<file path="config.mk">
export PLATFORM = sky130hd
export DESIGN_NAME = msp_mode_strap_sleep
export DESIGN_NICKNAME = d
export VERILOG_FILES = /design/src/msp_pkg.sv /design/src/msp_sleep_if.sv /design/src/msp_mode_strap_sleep.sv /design/src/msp_sleep_ctl.sv
export VERILOG_INCLUDE_DIRS = /design/src
export SDC_FILE = /design/constraint.sdc
export NUM_CORES = 1
export LEC_CHECK = 0
export CAP_MARGIN = 40
export CELL_PAD_IN_SITES_DETAIL_PLACEMENT = 1
export CELL_PAD_IN_SITES_GLOBAL_PLACEMENT = 1
export CORE_MARGIN = 2
export CORE_UTILIZATION = 41
export DETAILED_ROUTE_END_ITERATION = 16
export DONT_BUFFER_PORTS = 1
export PLACE_DENSITY_LB_ADDON = 0.08
export REMOVE_ABC_BUFFERS = 1
export SYNTH_ARGS = -nofsm -noshare
export SYNTH_HDL_FRONTEND = slang
export SYNTH_SLANG_ARGS = --single-unit
</file>
<file path="constraint.sdc">
create_clock -name clk_in -period 1.05 [get_ports clk_in]
set_clock_uncertainty 0.1 [all_clocks]
set_input_delay 0.0525 -clock clk_in [delete_from_list [all_inputs] [get_ports clk_in]]
set_output_delay 0.0525 -clock clk_in [all_outputs]
set_load 0.05 [all_outputs]
</file>
<file path="src/msp_regs.svh">
`ifndef MSP_REGS_SVH
`define MSP_REGS_SVH

// counter value at which the straps are captured, on the third clock after reset release; covers the two-stage synchroniser
`define MSP_CAPTURE_DELAY 2'h2
// serial pin levels
`define MSP_TX_IDLE_UART  1'b1
`define MSP_RX_IDLE_UART  1'b1
`define MSP_RX_IDLE_IR    1'b0
// request-to-send output rests deasserted (active low)
`define MSP_RTS_IDLE_N    1'b1
// sleep/power-down pin level while asleep (power-down sense is active low)
`define MSP_SLEEP_PIN_ASLEEP 1'b0

`endif

</file>
<file path="src/msp_pkg.sv">
package msp_pkg;
   typedef enum logic [1:0] {
      MSP_AWAKE,
      MSP_ARMED,
      MSP_ASLEEP
   } msp_sleep_state_t;
endpackage

</file>
<file path="src/msp_sleep_if.sv">
`timescale 1ns/10ps
interface msp_sleep_if;
   logic force_req;
   logic byte_done;
   logic sleep_cond;
   logic wake;
   logic asleep;

   modport ctl (
      input  force_req,
      input  byte_done,
      input  sleep_cond,
      input  wake,
      output asleep
   );

   modport top (
      output force_req,
      output byte_done,
      output sleep_cond,
      output wake,
      input  asleep
   );
endinterface

</file>
<file path="src/msp_mode_strap_sleep.sv">
//Contract
// - The half-duplex strap is captured once after power-up reset and held regardless of later pin changes.
// - With that strap high, the request-to-send output carries the flow-control or general-purpose level.
// - With that strap low, the request-to-send output carries the RS-485 transmit-direction signal.
// - The infrared strap is captured once after power-up reset and the serial-pin personality stays fixed.
// - With the infrared strap high, transmit and receive pins carry plain UART data.
// - With the infrared strap low, transmit carries encoder output and receive feeds the infrared decoder.
// - After reset the sleep pin is an input and is not driven until configured as an output.
// - An asserted sleep input forces sleep once the next byte has been sent or received.
// - Configured as an output, the sleep pin shows that the device is asleep.
// - The transmit pin rests high in reset and UART idle, while the infrared encoder idles low.
`timescale 1ns/10ps
`include "msp_regs.svh"
module msp_mode_strap_sleep
   import msp_pkg::*;
#(
   parameter int CAP_CNT_W = 2
)
(
   // clock and reset
   input  wire logic clk_in,
   input  wire logic rst_n_in,
   // strap pins
   input  wire logic half_duplex_strap_n_in,
   input  wire logic infrared_strap_n_in,
   // uart core side
   input  wire logic core_tx_data_in,
   input  wire logic ir_tx_data_in,
   input  wire logic flow_rts_n_in,
   input  wire logic rs485_dir_in,
   output logic      uart_rx_data_out,
   output logic      ir_rx_data_out,
   // serial pins
   output logic      tx_pin_out,
   input  wire logic rx_pin_in,
   output logic      rts_n_out,
   // sleep control
   input  wire logic sleep_pin_output_cfg_in,
   input  wire logic sleep_cond_in,
   input  wire logic byte_done_in,
   input  wire logic wake_in,
   output logic      sleep_mode_out,
   // sleep/power-down pin
   input  wire logic sleep_powerdown_pin_in,
   output logic      sleep_powerdown_pin_out,
   output logic      sleep_powerdown_pin_oe_out,
   // captured modes
   output logic      straps_valid_out,
   output logic      half_duplex_mode_out,
   output logic      infrared_mode_out
);

   // synchronisers for pins; first stages feed only second stages
   logic       hd_s1_r;
   logic       hd_s2_r;
   logic       ir_s1_r;
   logic       ir_s2_r;
   logic       rx_s1_r;
   logic       rx_s2_r;
   logic       sl_s1_r;
   logic       sl_s2_r;
   logic [CAP_CNT_W-1:0] cap_cnt_r;
   logic       valid_r;
   logic       hd_mode_r;
   logic       ir_mode_r;
   logic       tx_r;
   logic       rts_n_r;
   logic       urx_r;
   logic       irx_r;
   logic       slp_out_r;
   logic       slp_oe_r;

   msp_sleep_if slp_if ();

   // straps are active low: a low level picks the alternate personality
   function automatic logic strap_selects(input logic level);
      strap_selects = ~level;
   endfunction

   // pin level for a given sleep state; power-down sense is active low
   function automatic logic sleep_pin_level(input logic asleep);
      sleep_pin_level = asleep ? `MSP_SLEEP_PIN_ASLEEP : ~`MSP_SLEEP_PIN_ASLEEP;
   endfunction

   always_ff @(posedge clk_in or negedge rst_n_in) begin
      if (!rst_n_in) begin
         hd_s1_r <= 1'b1;
         hd_s2_r <= 1'b1;
         ir_s1_r <= 1'b1;
         ir_s2_r <= 1'b1;
         rx_s1_r <= 1'b1;
         rx_s2_r <= 1'b1;
         sl_s1_r <= 1'b0;
         sl_s2_r <= 1'b0;
      end else begin
         hd_s1_r <= half_duplex_strap_n_in;
         hd_s2_r <= hd_s1_r;
         ir_s1_r <= infrared_strap_n_in;
         ir_s2_r <= ir_s1_r;
         rx_s1_r <= rx_pin_in;
         rx_s2_r <= rx_s1_r;
         sl_s1_r <= sleep_powerdown_pin_in;
         sl_s2_r <= sl_s1_r;
      end
   end

   // strap capture: a single shot after release, so later pin wiggles are ignored
   always_ff @(posedge clk_in or negedge rst_n_in) begin
      if (!rst_n_in) begin
         cap_cnt_r <= '0;
         valid_r   <= 1'b0;
         hd_mode_r <= 1'b0;
         ir_mode_r <= 1'b0;
      end else if (!valid_r) begin
         cap_cnt_r <= cap_cnt_r + CAP_CNT_W'(1);
         if (cap_cnt_r == CAP_CNT_W'(`MSP_CAPTURE_DELAY)) begin
            valid_r   <= 1'b1;
            hd_mode_r <= strap_selects(hd_s2_r);
            ir_mode_r <= strap_selects(ir_s2_r);
         end
      end
   end

   // serial pin personality: transmit side
   always_ff @(posedge clk_in or negedge rst_n_in) begin
      if (!rst_n_in) begin
         tx_r <= `MSP_TX_IDLE_UART;
      end else if (!valid_r) begin
         // mode not known yet, so hold the uart idle level rather than guess
         tx_r <= `MSP_TX_IDLE_UART;
      end else if (ir_mode_r) begin
         // encoder output, which idles low by itself
         tx_r <= ir_tx_data_in;
      end else begin
         tx_r <= core_tx_data_in;
      end
   end

   // receive side: the unused output is parked at its own idle level
   always_ff @(posedge clk_in or negedge rst_n_in) begin
      if (!rst_n_in) begin
         urx_r <= `MSP_RX_IDLE_UART;
         irx_r <= `MSP_RX_IDLE_IR;
      end else if (!valid_r) begin
         urx_r <= `MSP_RX_IDLE_UART;
         irx_r <= `MSP_RX_IDLE_IR;
      end else if (ir_mode_r) begin
         urx_r <= `MSP_RX_IDLE_UART;
         irx_r <= rx_s2_r;
      end else begin
         urx_r <= rx_s2_r;
         irx_r <= `MSP_RX_IDLE_IR;
      end
   end

   always_ff @(posedge clk_in or negedge rst_n_in) begin
      if (!rst_n_in) begin
         rts_n_r <= `MSP_RTS_IDLE_N;
      end else if (!valid_r) begin
         rts_n_r <= `MSP_RTS_IDLE_N;
      end else if (hd_mode_r) begin
         rts_n_r <= rs485_dir_in;
      end else begin
         // flow control or gpo on rts
         rts_n_r <= flow_rts_n_in;
      end
   end

   // the pin is only heard while we are not driving it, to avoid reading our own output
   assign slp_if.force_req  = sl_s2_r & ~slp_oe_r;
   assign slp_if.byte_done  = byte_done_in;
   assign slp_if.sleep_cond = sleep_cond_in;
   assign slp_if.wake       = wake_in;

   msp_sleep_ctl u_sleep_ctl (
      .clk_in   (clk_in),
      .rst_n_in (rst_n_in),
      .slp      (slp_if.ctl)
   );

   always_ff @(posedge clk_in or negedge rst_n_in) begin
      if (!rst_n_in) begin
         slp_oe_r <= 1'b0;
      end else begin
         slp_oe_r <= sleep_pin_output_cfg_in;
      end
   end

   // level tracks the state even while undriven, so enabling the pin shows the truth at once
   always_ff @(posedge clk_in or negedge rst_n_in) begin
      if (!rst_n_in) begin
         slp_out_r <= ~`MSP_SLEEP_PIN_ASLEEP;
      end else begin
         slp_out_r <= sleep_pin_level(slp_if.asleep);
      end
   end

   assign tx_pin_out                 = tx_r;
   assign rts_n_out                  = rts_n_r;
   assign uart_rx_data_out           = urx_r;
   assign ir_rx_data_out             = irx_r;
   assign sleep_mode_out             = slp_if.asleep;
   assign sleep_powerdown_pin_out    = slp_out_r;
   assign sleep_powerdown_pin_oe_out = slp_oe_r;
   assign straps_valid_out           = valid_r;
   assign half_duplex_mode_out       = hd_mode_r;
   assign infrared_mode_out          = ir_mode_r;

endmodule

</file>
<file path="src/msp_sleep_ctl.sv">
`timescale 1ns/10ps
`include "msp_regs.svh"
module msp_sleep_ctl
   import msp_pkg::*;
(
   // clock and reset
   input  wire logic clk_in,
   input  wire logic rst_n_in,
   // sleep signals
   msp_sleep_if.ctl  slp
);

   msp_sleep_state_t state_r;

   always_ff @(posedge clk_in or negedge rst_n_in) begin
      if (!rst_n_in) begin
         state_r <= MSP_AWAKE;
      end else begin
         case (state_r)
            MSP_AWAKE: begin
               if (slp.sleep_cond) begin
                  state_r <= MSP_ASLEEP;
               end else if (slp.force_req) begin
                  state_r <= MSP_ARMED;
               end
            end
            MSP_ARMED: begin
               if (slp.byte_done || slp.sleep_cond) begin
                  state_r <= MSP_ASLEEP;
               end else if (!slp.force_req) begin
                  state_r <= MSP_AWAKE;
               end
            end
            MSP_ASLEEP: begin
               if (slp.wake) begin
                  state_r <= MSP_AWAKE;
               end
            end
            default: begin
               state_r <= MSP_AWAKE;
            end
         endcase
      end
   end

   assign slp.asleep = (state_r == MSP_ASLEEP);

endmodule

</file>
==> impl_metrics.ini, run 1 <==
[timing]
setup_violations = 7
worst_hold_slack_ps = -172.3
setup_slack_ps = -237.8
hold_viol_final = 11
relSlewSlack_pct = 41.93
fmax_mhz = 776.5
period_share_pct = 122.6
post-route-min-period_ps = 1288
rsz0062_at_grt = yes
drv_slew = 0
tightest_slew_ps = 871.1

[cells_and_area]
area_growth_pct = 46.07
seq_area_um2 = 539.3
diodes = 0
num-fill-cells = 167
nets = 92
multi_input_area_um2 = 167.7
drive_gt1_share_pct = 44.74

[critical_path]
end_kind = output port
startpoint_type = flop
crit_arrival_ps = 1140
cp_max_fo = 2
critPathKind = flop to output port
r2r_cells = 3
worst_ep_required_time_ps = 900

[clock_tree]
tritoncts = done
clock-sinks = 21
cts-htree-levels = 1
cts_inserted_buffers = 3
hold_buffers = 13
path_clk_slew_ps = 120
cts_buffer_depth = 2
clk_latency_ps = 290
cts-root-buf = clkbuf_4

[run_status]
violations = hold timing, setup timing
run_status = finished, violations left

[global_route]
grt_pass1_wl_um = 2007
gr-total-overflow = 0
antenna_found_initial = 0
grt_max_degree = 22
grt_pass1_vias = 471
grt_usage_pct = 13.59

[floorplanning]
die_w_um = 45.82
design.core.area_um2 = 1689
io_pins = 24
die_height_um = 45.82
fp.dieArea_um2 = 2099
row_count = 15
initial_core_util_pct = 42.44

[power]
p_leak_nw = 0.5201
powerDensity_nw_per_um2 = 1482
peakVddDrop_mv = 0.8693

[route]
drcViolationCount = 0
wirelength_um = 1280
wl_per_cell_um = 13.76
drtPass1Iterations = 3
vias = 438
drt_iter0_markers = 2
ant_nets = 0
viasPerCell = 4.710

[placement]
dp_hpwl_um = 720.9
dpl_worst_slack_ps = -88.18
gp_congestion = 0.7167
io_buffer_count = 0

[synthesis]
ys_warn_count = 0
netlist_instances = 47
synth_top_flop_cell = dfrtp_1
yosysMostFrequentCell = dfrtp_1
synth_seq_cells = 21
synthTopCellsByCount = dfrtp_1, dfstp_2, inv_1, mux2i_1, nand2_1
synth_edf_count = 0
yosysSeqAreaShare_pct = 75.04
yosys.area.top_type = dfrtp_1
yosysUniqueCellTypes = 16
synth.top_cells.by_area = dfrtp_1, dfstp_2, mux2i_1, inv_1, nand2b_4
synth_top_area_share_pct = 38.39
async_reset_ff_share_pct = 100.0
syn_area_um2 = 716.9
avgSynthCellArea_um2 = 15.25

[flow_run]
maxCapViolations = 0

[worst_hold_path]
hp-class = input port to asynchronous set/reset pin
logic make-up (layout without fill, tap and decap cells):
group / Yosys count / after routing / synth area share, %
flops: 21 / 21 / 75.04
buf+inv: 6 / 35 / 4.189
fa+ha+maj: 1 / 1 / 1.745
xor+xnor: 1 / 1 / 1.222
simple gates: 11 / 11 / 9.425
mux: 5 / 5 / 6.981
compound gates: 2 / 2 / 1.395
metal layers:
layer / share of wire (%) / up-vias / global-route usage [%]
li1: - / 205 / -
met3: 4.5 / 0 / 2.381
met2: 54 / 14 / 25.92
met4: 0 / 0 / 1.714
met5: 0 / - / 0
met1: 41 / 219 / 16.15
final timing paths:
path                                        start                     end  slack, ps
setup / recovery           u_sleep_ctl.state_r[0]          sleep_mode_out       -240
hold / removal                           rst_n_in          ir_rx_data_out       -170
setup reg to reg           u_sleep_ctl.state_r[0]  u_sleep_ctl.state_r[1]        -90
hold reg to reg                           sl_s1_r                 sl_s2_r        260
max in group asynchronous                rst_n_in          ir_rx_data_out        440
min in group clk_in           infrared_strap_n_in                 ir_s1_r        180
cell type report:
cell class | instances | area share, %
Timing Repair Buffer | 26 | 26.05
Multi-Input combinational cell | 20 | 16.01
Clock inverter | 1 | 0.4779
Sequential cell | 21 | 51.49
Inverter | 5 | 1.792
Clock buffer | 3 | 2.151
Tap cell | 17 | 2.031
through the flow:
stage	power, W	area [µm²]	TNS (ps)	cells	util, %
2_1_floorplan	0.001054	705.7	-1072	46	-
3_3_place_gp	0.001103	792.0	-47.05	70	46.89
3_5_place_dp	0.001109	792.0	-109.3	70	46.89
4_1_cts	0.001559	1022	-841.0	93	60.52
5_1_grt	0.001613	1047	-1102	93	62.00
6_report	0.001552	1047	-797.7	93	62.00
flip-flops by register name, indices dropped and copies added, names as in the netlist:
register	flops
hd_s1_r	1
rx_s1_r	1
half_duplex_mode_out	1
ir_s2_r	1
sleep_powerdown_pin_out	1
sl_s2_r	1
ir_s1_r	1
sleep_powerdown_pin_oe_out	1
infrared_mode_out	1
rts_n_out	1
sl_s1_r	1
u_sleep_ctl.state_r	2
ir_rx_data_out	1
hd_s2_r	1
uart_rx_data_out	1
tx_pin_out	1
rx_s2_r	1
straps_valid_out	1
cap_cnt_r	2
report_power, final:
group | switching [W] | internal (W)
Clock | 0.000235 | 0.000142
Sequential | 0.0000811 | 0.000879
Combinational | 0.000106 | 0.000110
Total | 0.000421 | 0.00113
worst max-delay path: stages (launching register included):
cell and delay [ps]:
dfrtp_1 390, or2b_1 250, inv_2 70, buf_12 130
cell usage in the layout, fill, tap and decap left out, types with 2 or more instances in the layout:
master and instances:
and3_1 2, buf_4 5, clkbuf_4 3, dfrtp_1 10
dfstp_2 10, inv_1 3, nand2_1 3, inv_2 2
mux2i_1 5, buf_6 6, dlygate4sd3_1 12, nor2_1 2
what timing repair did:
action | in CTS | in global routing
buffers inserted | 6 | 1
gates resized for setup | 10 | 7
endpoints found under the setup margin | 13 | 25
pin swaps | 2 | 3
hold endpoints to repair | 30 | 11
Note: power is estimated with default switching activity, not from simulation.
==> inputs of run 2 (changes only) <==
CORE_UTILIZATION = 35   (was 41)
==> impl_metrics.ini, run 2 (synthesis results as in run 1) <==
[global_route]
antenna_found_initial = 0
gr-total-overflow = 0
grt_usage_pct = 12.46
grt_pass1_wl_um = 2235
grt_max_degree = 22
grt_pass1_vias = 529

[critical_path]
worst_ep_required_time_ps = 900
cp_max_fo = 2
critPathKind = flop to output port
crit_end = sleep_mode_out
r2r_cells = 3
r2r-start = u_sleep_ctl.state_r[0]
end_kind = output port
crit_arrival_ps = 1140
r2r_end = u_sleep_ctl.state_r[1]
r2r_slack_ps = -100
startpoint = u_sleep_ctl.state_r[0]
startpoint_type = flop

[timing]
hold_viol_final = 0
setup_slack_ps = -244.4
rsz0062_at_grt = yes
tns_ps = -820.4
tightest_slew_ps = 253.7
setup_violations = 8
period_share_pct = 123.3
relSlewSlack_pct = 83.12
worst_hold_slack_ps = 59.64
fmax_mhz = 772.6
post-route-min-period_ps = 1294
drv_slew = 0

[clock_tree]
cts_inserted_buffers = 3
cts-htree-levels = 1
clk_latency_ps = 290
clock-sinks = 21
path_clk_slew_ps = 120
cts_buffer_depth = 2
cts-root-buf = clkbuf_4
tritoncts = done

[floorplanning]
die_height_um = 49.26
design.core.area_um2 = 1942
initial_core_util_pct = 36.92
io_pins = 24
die_w_um = 49.26
fp.dieArea_um2 = 2427
row_count = 16

[run_status]
violations = setup timing
run_status = finished, violations left

[route]
ant_nets = 0
drt_iter0_markers = 3
drcViolationCount = 0
viasPerCell = 4.296
vias = 464
drtPass1Iterations = 2
wirelength_um = 1314
wl_per_cell_um = 12.17

[worst_hold_path]
hp-class = input port to asynchronous set/reset pin

[cells_and_area]
drive_gt1_share_pct = 49.38
mostFrequentLayoutCells = dlygate4sd3_1, dfstp_2, dfrtp_1, buf_4, buf_6
nets = 97
diodes = 0
mostFrequentLayoutCell = dlygate4sd3_1
top_regs = cap_cnt_r: 2 flops, u_sleep_ctl.state_r: 2 flops
num-fill-cells = 208
utilization_pct = 56.83
area_growth_pct = 53.93

[placement]
dp_hpwl_um = 759.9
io_buffer_count = 0
gp_congestion = 0.6470
dpl_worst_slack_ps = -76.64

[power]
p_leak_nw = 0.5362
p_total_w = 0.001591
peakVddDrop_mv = 0.7960
powerDensity_nw_per_um2 = 1442

[flow_run]
maxCapViolations = 0
run 2: changes by cell type in the layout (fill, tap and decap cells not counted):
cell and change:
dfrtp_1 -1, dlygate4sd3_1 +1, buf_8 +1, dfrtp_2 +1
buf_4 +4, dlymetal6s4s_1 -1
run 2: per-stage QoR:
step / cell area, µm² / instances
4_1_cts: 1049 / 105
5_1_grt: 1104 / 108
3_3_place_gp: 804.5 / 80
2_1_floorplan: 705.7 / 46
6_report: 1104 / 108
3_5_place_dp: 804.5 / 80
run 2: layout make-up:
class	count	area, µm²	share of cell area (%)
Tap cell	27	33.78	3.061
Timing Repair Buffer	31	315.3	28.57
Clock buffer	3	22.52	2.041
Inverter	5	18.77	1.701
Sequential cell	21	540.5	48.98
Clock inverter	1	5.005	0.4535
Multi-Input combinational cell	20	167.7	15.19
run 2: what timing repair did:
item                       CTS  global route
hold buffers                13             0
hold endpoints to repair    30             0
resized for setup           11             6
pin swaps                    2             1
cloned                       0             0
setup buffers                8             3
setup endpoints to repair   12            15
run 2: worst min path at each step:
stage | start | endpoint | slack [ps] | cells past startpoint
6_report | rst_n_in | half_duplex_mode_out | 60 | 2
5_1_grt | rst_n_in | ir_rx_data_out | 60 | 2
4_1_cts | half_duplex_strap_n_in | hd_s1_r | 180 | 1
3_5_place_dp | rst_n_in | half_duplex_mode_out | -340 | 0
3_3_place_gp | rst_n_in | half_duplex_mode_out | -340 | 0
2_1_floorplan | rst_n_in | cap_cnt_r[0] | -340 | 0
run 2: power by group:
| group | internal [W] | total, W | switching [W] |
|---|---|---|---|
| sequential | 0.000879 | 0.000960 | 0.0000807 |
| clock | 0.000142 | 0.000378 | 0.000236 |
| combinational | 0.000138 | 0.000254 | 0.000116 |
| total | 0.00116 | 0.00159 | 0.000433 |
run 2: metal layers:
metal  vias up  routed length, µm  global-route usage [%]
met5         -                  0                       0
met4         0                  0                   4.286
met3         0                 62                   2.761
met2        16                743                   22.97
met1       234                508                   13.94
li1        214                  -                       -
run 2: worst max-delay path, stage by stage, from the launching register on:
cell and delay, ps:
dfrtp_1 390, or2b_1 250, inv_2 80, buf_12 130
==> inputs of run 3 (changes only) <==
SYNTH_HIERARCHICAL = 1   (was default)
==> impl_metrics.ini, run 3 <==
[cells_and_area]
stdcell_count = 108
mostFrequentLayoutCells = dlygate4sd3_1, dfrtp_1, dfstp_2
top_regs = cap_cnt_r: 2 flops, u_sleep_ctl/state_r: 2 flops
stdcell_area_um2 = 1121
area_growth_pct = 56.10
drive_gt1_share_pct = 53.09
nets = 97
mostFrequentLayoutCell = dlygate4sd3_1
diodes = 0

[worst_hold_path]
hp-class = input port to asynchronous set/reset pin

[critical_path]
r2r-start = u_sleep_ctl/state_r[0]
end_kind = flop
cp_max_fo = 2
r2r_end = u_sleep_ctl/state_r[1]
worst_ep_required_time_ps = 1170
r2r_cells = 3
r2r_slack_ps = -180
crit_arrival_ps = 1350
critPathKind = flop to flop
startpoint_type = flop

[synthesis]
synth_seq_cells = 21
syn_area_um2 = 718.2
synth_top_area_share_pct = 38.33
synth_top_flop_cell = dfrtp_1
yosysSeqAreaShare_pct = 74.91
synthTopCellsByCount = dfrtp_1, dfstp_2, inv_1, mux2i_1, nand2_1
async_reset_ff_share_pct = 100.0
synth.top_cells.by_area = dfrtp_1, dfstp_2, mux2i_1, inv_1, nand2_1
yosysMostFrequentCell = dfrtp_1
netlist_instances = 47
ys_warn_count = 6
yosysUniqueCellTypes = 17
synth_edf_count = 0
avgSynthCellArea_um2 = 15.28
yosys.area.top_type = dfrtp_1

[timing]
tightest_slew_ps = 259.2
post-route-min-period_ps = 1231
relSlewSlack_pct = 82.76
setup_slack_ps = -181.0
worst_hold_slack_ps = 130.4
period_share_pct = 117.2
fmax_mhz = 812.4
drv_slew = 0
rsz0062_at_grt = yes
setup_violations = 7
tns_ps = -783.2
hold_viol_final = 0

[power]
p_leak_nw = 0.5255
p_total_w = 0.001573
powerDensity_nw_per_um2 = 1403
peakVddDrop_mv = 0.7792

[global_route]
grt_max_degree = 22
grt_pass1_vias = 542
antenna_found_initial = 0
gr-total-overflow = 0
grt_usage_pct = 14.37
grt_pass1_wl_um = 2504

[route]
drcViolationCount = 0
drtPass1Iterations = 2
wl_per_cell_um = 14.08
drt_iter0_markers = 1
vias = 472
viasPerCell = 4.370
wirelength_um = 1521
ant_nets = 0

[floorplanning]
initial_core_util_pct = 36.98
design.core.area_um2 = 1942
die_w_um = 49.30
row_count = 16
io_pins = 24
die_height_um = 49.30
fp.dieArea_um2 = 2430

[clock_tree]
clk_latency_ps = 290
cts_buffer_depth = 2
cts-root-buf = clkbuf_4
cts_inserted_buffers = 3
tritoncts = done
clock-sinks = 21
path_clk_slew_ps = 110
cts-htree-levels = 1

[placement]
gp_congestion = 0.6808
place_area_um2 = 800.8
dp.cells = 81
io_buffer_count = 0
dp_hpwl_um = 871.4

[run_status]
violations = setup timing
run_status = finished, violations left

[flow_run]
maxCapViolations = 0
-- run 3: cells by family (layout without fill, tap and decap cells) --
kind of cell / after synthesis / after routing / synth area share, %
flops: 21 / 21 / 74.91
fa+ha+maj: 1 / 1 / 1.742
simple gates: 12 / 12 / 10.80
compound gates: 3 / 3 / 2.090
xor+xnor: 1 / 1 / 1.220
mux: 4 / 4 / 5.575
buf+inv: 5 / 39 / 3.658
-- run 3: worst max-delay path by stage --
stage	to	start	slack, ps
5_1_grt	u_sleep_ctl/state_r[1]	u_sleep_ctl/state_r[0]	-240
4_1_cts	sleep_mode_out	u_sleep_ctl/state_r[0]	-130
3_3_place_gp	straps_valid_out	cap_cnt_r[0]	-50
3_5_place_dp	straps_valid_out	cap_cnt_r[0]	-80
2_1_floorplan	sleep_powerdown_pin_out	u_sleep_ctl/state_r[0]	-340
6_report	u_sleep_ctl/state_r[1]	u_sleep_ctl/state_r[0]	-180
-- run 3: final cells by class --
cell class | count | area [µm²]
multi-input cells | 21 | 200.2
clock buffers | 4 | 26.28
repair buffers | 31 | 306.5
fillers | 204 | 820.8
well taps | 27 | 33.78
inverters | 4 | 15.01
flip-flops and latches | 21 | 539.3
-- run 3: power breakdown --
| part | total [W] | switching (W) | internal, W |
|---|---|---|---|
| clock network | 0.000370 | 0.000222 | 0.000148 |
| logic | 0.000240 | 0.000118 | 0.000122 |
| registers | 0.000963 | 0.0000844 | 0.000879 |
| total | 0.00157 | 0.000424 | 0.00115 |
-- run 3: repair_timing --
item	in CTS	in global routing
resized for setup	11	12
buffers inserted	8	1
pin swaps	1	2
hold buffers	13	0
endpoints found under the setup margin	13	17
endpoints found under the hold margin	30	0
-- run 3: worst max-delay path: stages (launching register included) --
cell and delay, ps:
dfrtp_1 420, buf_4 150, or3b_1 370, o21ai_1 110
-- run 3: through the flow --
stage	util [%]	worst slack [ps]
global placement	41.24	-45.58
detailed placement	41.24	-79.97
global route	57.73	-236.0
floorplan	-	-340.1
CTS	53.99	-130.7
finish	57.73	-181.0
-- run 3: metal layers --
layer	track usage, %	vias up	routed length, µm	part of all wire [%]
li1	-	216	-	-
met1	15.14	238	567	37
met2	26.13	16	882	58
met3	3.681	2	58	3.8
met4	7.143	0	12	0.79
met5	0	-	0	0
